==> src/dss_defs.svh <==
// Timing, mode and format constants for the digit switch strobe scanner
`ifndef DSS_DEFS_SVH
`define DSS_DEFS_SVH
`define DSS_CLK_MHZ        250
`define DSS_READ_WIN_MS    12
`define DSS_SLOT_MIN_MS    12
`define DSS_SLOT_MAX_MS    2000
`define DSS_SLOT_DEF_MS    12
`define DSS_CYC_PER_MS     (`DSS_CLK_MHZ * 1000)
`define DSS_READ_WIN_CYC   (`DSS_READ_WIN_MS * `DSS_CYC_PER_MS)
`define DSS_METHOD_SWITCH  1
`define DSS_NUM_STROBES    5
`define DSS_POS_DIGITS     8
`define DSS_SPD_DIGITS     6
`define DSS_SPD_UNIT       1000
`endif

==> src/dss_pkg.sv <==
// Types for the digit switch strobe scanner
package dss_pkg;
  typedef logic [3:0] dss_bcd_t;
  typedef struct packed {
    logic     sign_neg;
    dss_bcd_t [7:0] pos;
    dss_bcd_t [5:0] spd;
  } dss_value_s;
endpackage

==> src/dss_scanner.sv <==
// Digit switch strobe scanner: rotates five strobes and captures BCD digits
//
// Functional notes
// - Scanning runs only when operation method parameter equals one.
// - Position is in command units; speed in units of 1000 per minute.
// - Position byte per slot: low nibble lower digit, high nibble next digit.
// - Speed byte per slot uses same weighting; speed spans six digits.
// - Inputs read as one when low; each nibble decodes as one BCD digit.
// - Five active-low strobes; exactly one selects the presented digit pair.
// - Strobes rotate slot0 through slot4 then back to slot0 continuously.
// - While a strobe is low, captured pairs go into matching digit positions.
// - Each strobe stays low one scan slot, default width 12 ms.
// - Slot width 12 to 2000 ms; sampling happens during the final 12 ms.
`timescale 1ns/10ps
`include "dss_defs.svh"
module dss_scanner #(
  parameter int unsigned CYC_PER_MS  = `DSS_CYC_PER_MS,
  parameter int unsigned READ_WIN_MS = `DSS_READ_WIN_MS
) (
  input  wire logic                       mclk_i,
  input  wire logic                       nrst_i,
  input  wire logic [7:0]                 operation_method_param_i,
  input  wire logic [10:0]                scan_slot_time_param_i,
  input  wire logic [7:0]                 pos_digit_n_i,
  input  wire logic [7:0]                 spd_digit_n_i,
  output logic      [4:0]                 strobe_n_o,
  output dss_pkg::dss_value_s             value_o,
  output logic                            value_valid_o,
  output logic                            bcd_error_o,
  output logic                            cycle_done_o
);
  localparam int unsigned SUB_W = 18;
  localparam int unsigned MS_W  = 11;

  // The sub-millisecond counter is SUB_W bits, so a faster clock would overflow it
  if (CYC_PER_MS < 1 || CYC_PER_MS > (1 << SUB_W)) begin : g_bad_cyc
    $error("dss_scanner: CYC_PER_MS out of range");
  end
  // A read window longer than the longest slot could never close
  if (READ_WIN_MS < 1 || READ_WIN_MS > `DSS_SLOT_MAX_MS) begin : g_bad_win
    $error("dss_scanner: READ_WIN_MS out of range");
  end

  logic [1:0] rst_sync_ff;
  logic       rst_n;
  always_ff @(posedge mclk_i or negedge nrst_i) begin
    if (!nrst_i) rst_sync_ff <= 2'h0;
    else         rst_sync_ff <= {rst_sync_ff[0], 1'h1};
  end
  assign rst_n = rst_sync_ff[1];

  // Slot length clamped to legal range so a bad setting cannot stall the scan
  logic [10:0] slot_ms;
  always_comb begin
    slot_ms = scan_slot_time_param_i;
    if (slot_ms < 11'(`DSS_SLOT_MIN_MS)) slot_ms = 11'(`DSS_SLOT_MIN_MS);
    if (slot_ms > 11'(`DSS_SLOT_MAX_MS)) slot_ms = 11'(`DSS_SLOT_MAX_MS);
  end

  logic                       enable;
  logic [2:0]                 slot_ff;
  logic [2:0]                 nxt_slot;
  logic [SUB_W-1:0]           sub_ff;
  logic [SUB_W-1:0]           nxt_sub;
  logic [MS_W-1:0]            ms_ff;
  logic [MS_W-1:0]            nxt_ms;
  dss_pkg::dss_value_s        val_ff;
  dss_pkg::dss_value_s        nxt_val;
  logic                       valid_ff;
  logic                       nxt_valid;
  logic                       err_ff;
  logic                       nxt_err;
  logic                       done_ff;
  logic                       nxt_done;
  logic                       sampling;
  logic                       ms_tick;
  logic                       slot_end;
  logic                       scan_end;
  logic [7:0]                 pos_b;
  logic [7:0]                 spd_b;
  logic [`DSS_POS_DIGITS-1:0] pos_bad;
  logic [`DSS_SPD_DIGITS-1:0] spd_bad;

  assign enable   = (operation_method_param_i == 8'(`DSS_METHOD_SWITCH));
  assign pos_b    = ~pos_digit_n_i;
  assign spd_b    = ~spd_digit_n_i;
  assign ms_tick  = (sub_ff == SUB_W'(CYC_PER_MS - 1));
  // Last READ_WIN_MS milliseconds of the slot: external side must settle first
  assign sampling = enable && (32'(ms_ff) + 32'(READ_WIN_MS) >= 32'(slot_ms));
  assign slot_end = enable && ms_tick && (ms_ff + 11'h1 >= slot_ms);
  assign scan_end = slot_end && (slot_ff == 3'(`DSS_NUM_STROBES - 1));

  // Timer group: millisecond prescaler, slot length and strobe index
  always_comb begin
    nxt_slot = slot_ff;
    nxt_sub  = sub_ff;
    nxt_ms   = ms_ff;
    if (!enable) begin
      nxt_slot = 3'h0;
      nxt_sub  = 18'h0;
      nxt_ms   = 11'h0;
    end else begin
      nxt_sub = ms_tick ? 18'h0 : sub_ff + 18'h1;
      if (slot_end) begin
        nxt_ms = 11'h0;
        if (scan_end) begin
          nxt_slot = 3'h0;
        end else begin
          nxt_slot = slot_ff + 3'h1;
        end
      end else if (ms_tick) begin
        nxt_ms = ms_ff + 11'h1;
      end
    end
  end

  always_ff @(posedge mclk_i or negedge rst_n) begin
    if (!rst_n) begin
      slot_ff <= 3'h0;
      sub_ff  <= 18'h0;
      ms_ff   <= 11'h0;
    end else begin
      slot_ff <= nxt_slot;
      sub_ff  <= nxt_sub;
      ms_ff   <= nxt_ms;
    end
  end

  // Capture group: last sample in the read window wins, so late settling is forgiven
  always_comb begin
    nxt_val = val_ff;
    if (sampling) begin
      for (int k = 0; k < 4; k++) begin
        if (slot_ff == 3'(k)) begin
          nxt_val.pos[2*k]   = pos_b[3:0];
          nxt_val.pos[2*k+1] = pos_b[7:4];
        end
      end
      for (int k = 0; k < 3; k++) begin
        if (slot_ff == 3'(k)) begin
          nxt_val.spd[2*k]   = spd_b[3:0];
          nxt_val.spd[2*k+1] = spd_b[7:4];
        end
      end
      if (slot_ff == 3'h4) begin
        nxt_val.sign_neg = pos_b[0];
      end
    end
  end

  always_ff @(posedge mclk_i or negedge rst_n) begin
    if (!rst_n) begin
      val_ff <= '0;
    end else begin
      val_ff <= nxt_val;
    end
  end

  // Digit checks: a nibble above nine is no BCD digit
  for (genvar i = 0; i < `DSS_POS_DIGITS; i++) begin : g_pos_chk
    assign pos_bad[i] = (val_ff.pos[i] > 4'h9);
  end
  for (genvar i = 0; i < `DSS_SPD_DIGITS; i++) begin : g_spd_chk
    assign spd_bad[i] = (val_ff.spd[i] > 4'h9);
  end

  // Status group: judged once per scan so a digit half way through its update is not flagged
  always_comb begin
    nxt_valid = valid_ff;
    nxt_err   = err_ff;
    nxt_done  = 1'h0;
    if (scan_end) begin
      nxt_valid = 1'h1;
      nxt_done  = 1'h1;
      nxt_err   = (|pos_bad) || (|spd_bad);
    end
  end

  always_ff @(posedge mclk_i or negedge rst_n) begin
    if (!rst_n) begin
      valid_ff <= 1'h0;
      err_ff   <= 1'h0;
      done_ff  <= 1'h0;
    end else begin
      valid_ff <= nxt_valid;
      err_ff   <= nxt_err;
      done_ff  <= nxt_done;
    end
  end

  // Strobes all high while scanning is off so no switch bank is selected
  always_comb begin
    strobe_n_o = 5'h1F;
    if (enable) strobe_n_o[slot_ff] = 1'h0;
  end

  // Value is raw BCD; position in command units, speed in x1000 per minute
  assign value_o       = val_ff;
  assign value_valid_o = valid_ff;
  assign bcd_error_o   = err_ff;
  assign cycle_done_o  = done_ff;
endmodule

==> config.mk <==
export PLATFORM = sky130hd
export DESIGN_NAME = dss_scanner
export DESIGN_NICKNAME = d
export VERILOG_FILES = /design/src/dss_pkg.sv /design/src/dss_scanner.sv
export VERILOG_INCLUDE_DIRS = /design/src /design/src/src
export SDC_FILE = /design/constraint.sdc
export NUM_CORES = 1
export LEC_CHECK = 0
export BUFFER_PORTS_ARGS = -buffer_cell sky130_fd_sc_hd__clkbuf_2
export CAP_MARGIN = 20
export CELL_PAD_IN_SITES_DETAIL_PLACEMENT = 0
export CELL_PAD_IN_SITES_GLOBAL_PLACEMENT = 1
export CORE_UTILIZATION = 27
export DETAILED_ROUTE_END_ITERATION = 16
export GPL_TIMING_DRIVEN = 0
export HOLD_SLACK_MARGIN = 0.12
export MAX_ROUTING_LAYER = met4
export PLACE_DENSITY_LB_ADDON = 0.15
export SYNTH_ARGS = -nofsm -noshare
export SYNTH_HDL_FRONTEND = slang
export SYNTH_SLANG_ARGS = --single-unit
==> constraint.sdc <==
create_clock -name mclk_i -period 3.9 [get_ports mclk_i]
set_clock_uncertainty 0.2 [all_clocks]
set_input_delay 0.39 -clock mclk_i [delete_from_list [all_inputs] [get_ports mclk_i]]
set_output_delay 0.39 -clock mclk_i [all_outputs]
set_load 0.01 [all_outputs]
# == Word level (Yosys, flattened, before mapping) ==
# Index checks and enable logic that the tools add are counted.
# totals
register_bits,94
inputBits,37
output_inout_bits,65
word_cells,85
# classes
add_sub_neg,4
magnitude_cmp,20
n_eq_ne,8
mux,14
bitwise_logic,3
n_reduce_logical,14
# ops
operator,count
$gt A4 B4 Y1 const B,14
$mux W11,5
$mux W18,2
$add A18 B1 Y18 const B,1
$eq A18 B18 Y1 const B,1
$not A8 Y8,2
$add A11 B4 Y12 const B,1
$ge A12 B11 Y1,1
$add A11 B1 Y11 const B,1
$ge A11 B11 Y1,1
$gt A11 B11 Y1 const B,1
$lt A11 B4 Y1 const B,1
$reduce_and A2 Y1,5
$mux W3,3
$eq A8 B1 Y1 const B,1
$reduce_or A8 Y1,1
$eq A3 B2 Y1 const B,2
$reduce_or A6 Y1,1
$logic_and A1 B1 Y1,5
$mux W5,1
$not A5 Y5,1
$lt A3 B4 Y1 const B,1
$add A3 B1 Y3 const B,1
$demux W1 S3,1
other kinds (8),9

# == Depth between registers and ports, before layout ==
# depth
depth_word,10
ltp_mapped,13
mapped_depth_nobuf,12

# == Least setup slack after synthesis ==
# No wires, ideal clock.
# synth_timing
path_kind,register to register
from,register ms_ff[2]
to,"register val_ff, in the netlist value_o[16]"
setup_time_ns,0.126
arrival_time_ns,2.436
required_time_ns,3.574
setup_slack_ns,1.138
stages_incl_launch_ff,11
n_path_buf,1
period_less_slack_ns,2.762
path_cell_list,dfrtp_1 > inv_1 > ha_1 > nor3_1 > xor2_1 > ha_1 > and3_1 > a221o_1 > o211ai_2 > buf_2 > o21ai_0
# synth_via
elab_chain_len,4
# synth_rtl
element,line_no,text
start: declaration,dss_scanner.sv:65,logic [MS_W-1:0] ms_ff;
start signal: assignment,dss_scanner.sv:125,ms_ff <= nxt_ms;
$add A11 B4 Y12,dss_scanner.sv:89,assign sampling = enable && (32'(ms_ff) + 32'(READ_WIN_MS) >= 32'(slot_ms));
$ge A12 B11 Y1,dss_scanner.sv:89,
$logic_and A1 B1 Y1,dss_scanner.sv:89,
$reduce_and A2 Y1 (no line),n/a,
end signal: assignment,dss_scanner.sv:155,val_ff <= nxt_val;
end: declaration,dss_scanner.sv:67,dss_pkg::dss_value_s val_ff;
# Every way passes these cells.
# A chain may end at the register's enable or synchronous reset.

# == Worst setup path in the final report ==
# layout_timing
from,register ms_ff[2]
to,"register val_ff, in the netlist value_o[0]"
# Same word-level chain as after synthesis.

==> metrics.csv <==
stage,metric,value,unit
status,outcome,completed,
die,Core ar.,17300,µm²
logic_synthesis,Synth Area in Adders,8.10,%
sta,RSZ-0062 raised after global routing,false,
cts,CTS resizes,0,
power_and_ir_drop,Power Density,338,nW/µm²
cts,cts hold-fix bufs,19,
sta,final hold vios,0,
placed_design,DP HPWL,10.0,mm
final_layout,area delta synth->final,28.2,%
logic_synthesis,Syn Area/Cell,9.59,µm²
grt,vias in the first global route,3909,
setup_path,CP arrival,3.33,ns
die,Die Height,135,µm
cts,post-CTS setup buffer count,0,
die,Initial Util,27.7,%
logic_synthesis,main combinational cell family by area after synthesis,simple AND/OR/NAND/NOR gates,
setup_path,CP startpoint,ms_ff[2],
logic_synthesis,Seq cells post-synth,94,
hold_path,Hold Path Class,flip-flop to asynchronous set/reset pin,
route,vias,3965,
sta,setup TNS,0,ns
grt,"Remaining Overflow, GRT",0,
sta,Min Hold Slack,0.154,ns
sta,minimum clock period,3.32,ns
logic_synthesis,complex-gate fraction of the synthesized area,11.6,%
final_layout,ANT cells,0,
setup_path,Crit Path Category,flip-flop to flip-flop,
setup_path,Worst setup SP type,flip-flop,
power_and_ir_drop,Pwr Total,2070,µW
power_and_ir_drop,Worst VDD drop,150,µV
grt,first-pass GRT wire length,21.3,mm
setup_path,reg-to-reg startpoint,ms_ff[2],
grt,GRT Total Usage,16.0,%
logic_synthesis,register area share after synthesis,49.2,%
logic_synthesis,simple-gate share of the synthesized area,18.9,%
cts,root buf cell,clkbuf_16,
route,vias per inst,4.62,
logic_synthesis,post-synthesis xor/xnor area fraction,5.86,%
route,Detailed Route WL,13.4,mm
sta,Final Slew Violations,0,
logic_synthesis,Cell variety after synth,38,
route,Remaining DRCs,0,
grt,initial antenna violation count,0,
setup_path,CP endpoint kind,flip-flop,
route,post-detailed-route count of antenna-violating nets,0,
sta,period utilization,85.0,%
cts,CTS H-tree depth,3,
route,DR iter-0 viols,123,
logic_synthesis,Mapped Nets,567,
route,Routed WL per cell,15.5,µm
route,drt pass-1 iters,4,
cts,CTS Buffer Depth,2,
setup_path,crit path max fanout,10,
logic_synthesis,Mapped Area,4790,µm²
setup_path,CP required,3.92,ns
die,top-level I/O count,102,
die,DIE AREA,18300,µm²
final_layout,final net count,699,
power_and_ir_drop,Leakage Power,0.00297,µW
logic_synthesis,ys flop type,dfrtp_1,
cts,Clock transition at path regs,0.06,ns
die,Die X,135,µm
logic_synthesis,post-synthesis mux area share,2.30,%
placed_design,Final GP Congestion,0.792,
setup_path,R2R cell count,10,
cts,Num CTS Buffers,9,
cts,CTS tree,built,
sta,Max Clock Freq,302,MHz
cts,Clock Latency Late Sink,0.34,ns
logic_synthesis,asr flop ratio synth,100,%
placed_design,IO buf count,101,
logic_synthesis,cell count after synthesis,499,
logic_synthesis,number of enable flip-flop cells after synthesis,0,
die,row count,48,
grt,pin count of the biggest net entering global routing,69,
logic_synthesis,yosys warns,0,
final_layout,layout cells sized above 1,22.6,%
run,Max Cap Viol,0,
cts,Num Clock Sinks,94,
sta,setup violators final,0,
==> sequential cells by signal, indices dropped and copies added (netlist names) <==
name,flops
value_o,57
sub_ff,18
ms_ff,11
slot_ff,3
rst_sync_ff,2
bcd_error_o,1
cycle_done_o,1
value_valid_o,1
==> stage by stage <==
step | setup WS [ns] | cell area (µm²) | instances | util [%]
2_1_floorplan | 0.888 | 4790 | 499 | -
3_3_place_gp | -0.346 | 5570 | 825 | 32.2
3_5_place_dp | 0.410 | 5600 | 826 | 32.4
4_1_cts | 0.569 | 6140 | 859 | 35.5
5_1_grt | 0.382 | 6140 | 859 | 35.5
6_report | 0.585 | 6140 | 859 | 35.5
==> report_power, final <==
part           leakage, µW  switching, µW  internal [µW]
registers          0.00126           1.08            976
clock network     0.000162            381            624
logic              0.00155           51.1           38.9
==> critical path: stages (launching register included) <==
cell      delay [ns]
dfrtp_1         0.46
inv_1           0.12
ha_1            0.27
nor3_1          0.25
xor2_1          0.21
ha_1            0.27
and3_1          0.18
a221o_1         0.43
o211ai_2        0.37
buf_2           0.32
o21ai_0         0.11
==> cell usage in the layout (no fill, tap or decap), drive strengths merged, types with 16 or more instances in the layout <==
cell	Yosys	final
clkbuf	6	116
dfrtp	94	94
nand2	82	82
o21ai	75	75
nor2	39	39
ha	31	31
inv	24	26
xor2	18	18
dlygate4sd3	0	18
nand3	16	16
==> cell type report <==
cell class / count / area, µm²
clock inverter: 5 / 108
tap: 225 / 282
buffer: 18 / 100
timing repair buffer: 121 / 733
sequential: 94 / 2360
clock buffer: 9 / 225
multi-input combinational: 363 / 2240
fill: 1824 / 11200
inverter: 24 / 90.1
==> worst paths after layout <==
path / end / slack [ns]
worst min register to register: sub_ff[12] / 0.15
worst max-delay path: value_o[0] / 0.58
worst min-delay path: sub_ff[12] / 0.15
worst max register to register: value_o[0] / 0.58
min in group mclk_i: rst_sync_ff[1] / 0.16
max in group asynchronous: value_o[6] / 2.65
==> synth_stat cells (3+ instances only) <==
cell type	number	area share, %
dfrtp_1	94	49
nand2_1	82	6.4
o21ai_0	56	5.9
nor2_1	36	2.8
ha_1	31	8.1
inv_1	24	1.9
o21ai_1	19	2.0
xor2_1	18	3.3
nand3_1	16	1.7
xnor2_1	14	2.6
a21oi_1	12	1.3
nand4_1	12	1.6
mux2i_1	11	2.3
nand2b_1	10	1.3
buf_2	6	0.63
buf_4	6	0.94
and2_1	5	0.65
and3_1	5	0.65
and4_1	5	0.91
nor3_1	5	0.52
clkbuf_1	4	0.31
o211ai_2	4	1.0
nor4_1	3	0.39
nor4b_1	3	0.55
==> cell families after synthesis <==
| logic type | after synthesis |
|---|---|
| simple gates | 189 |
| compound gates | 99 |
| flops | 94 |
| buf+inv | 42 |
| xor+xnor | 32 |
| fa+ha+maj | 31 |
| mux | 11 |
| other cells | 1 |
==> routing by layer <==
metal | up-vias | track usage, % | wire [µm]
met5 | - | - | 0
li1 | 1960 | - | -
met1 | 1910 | 21.3 | 6530
met4 | 0 | 6.18 | 171
met3 | 12 | 2.39 | 486
met2 | 83 | 24.4 | 6170
Power figures use the tool's default switching activity.
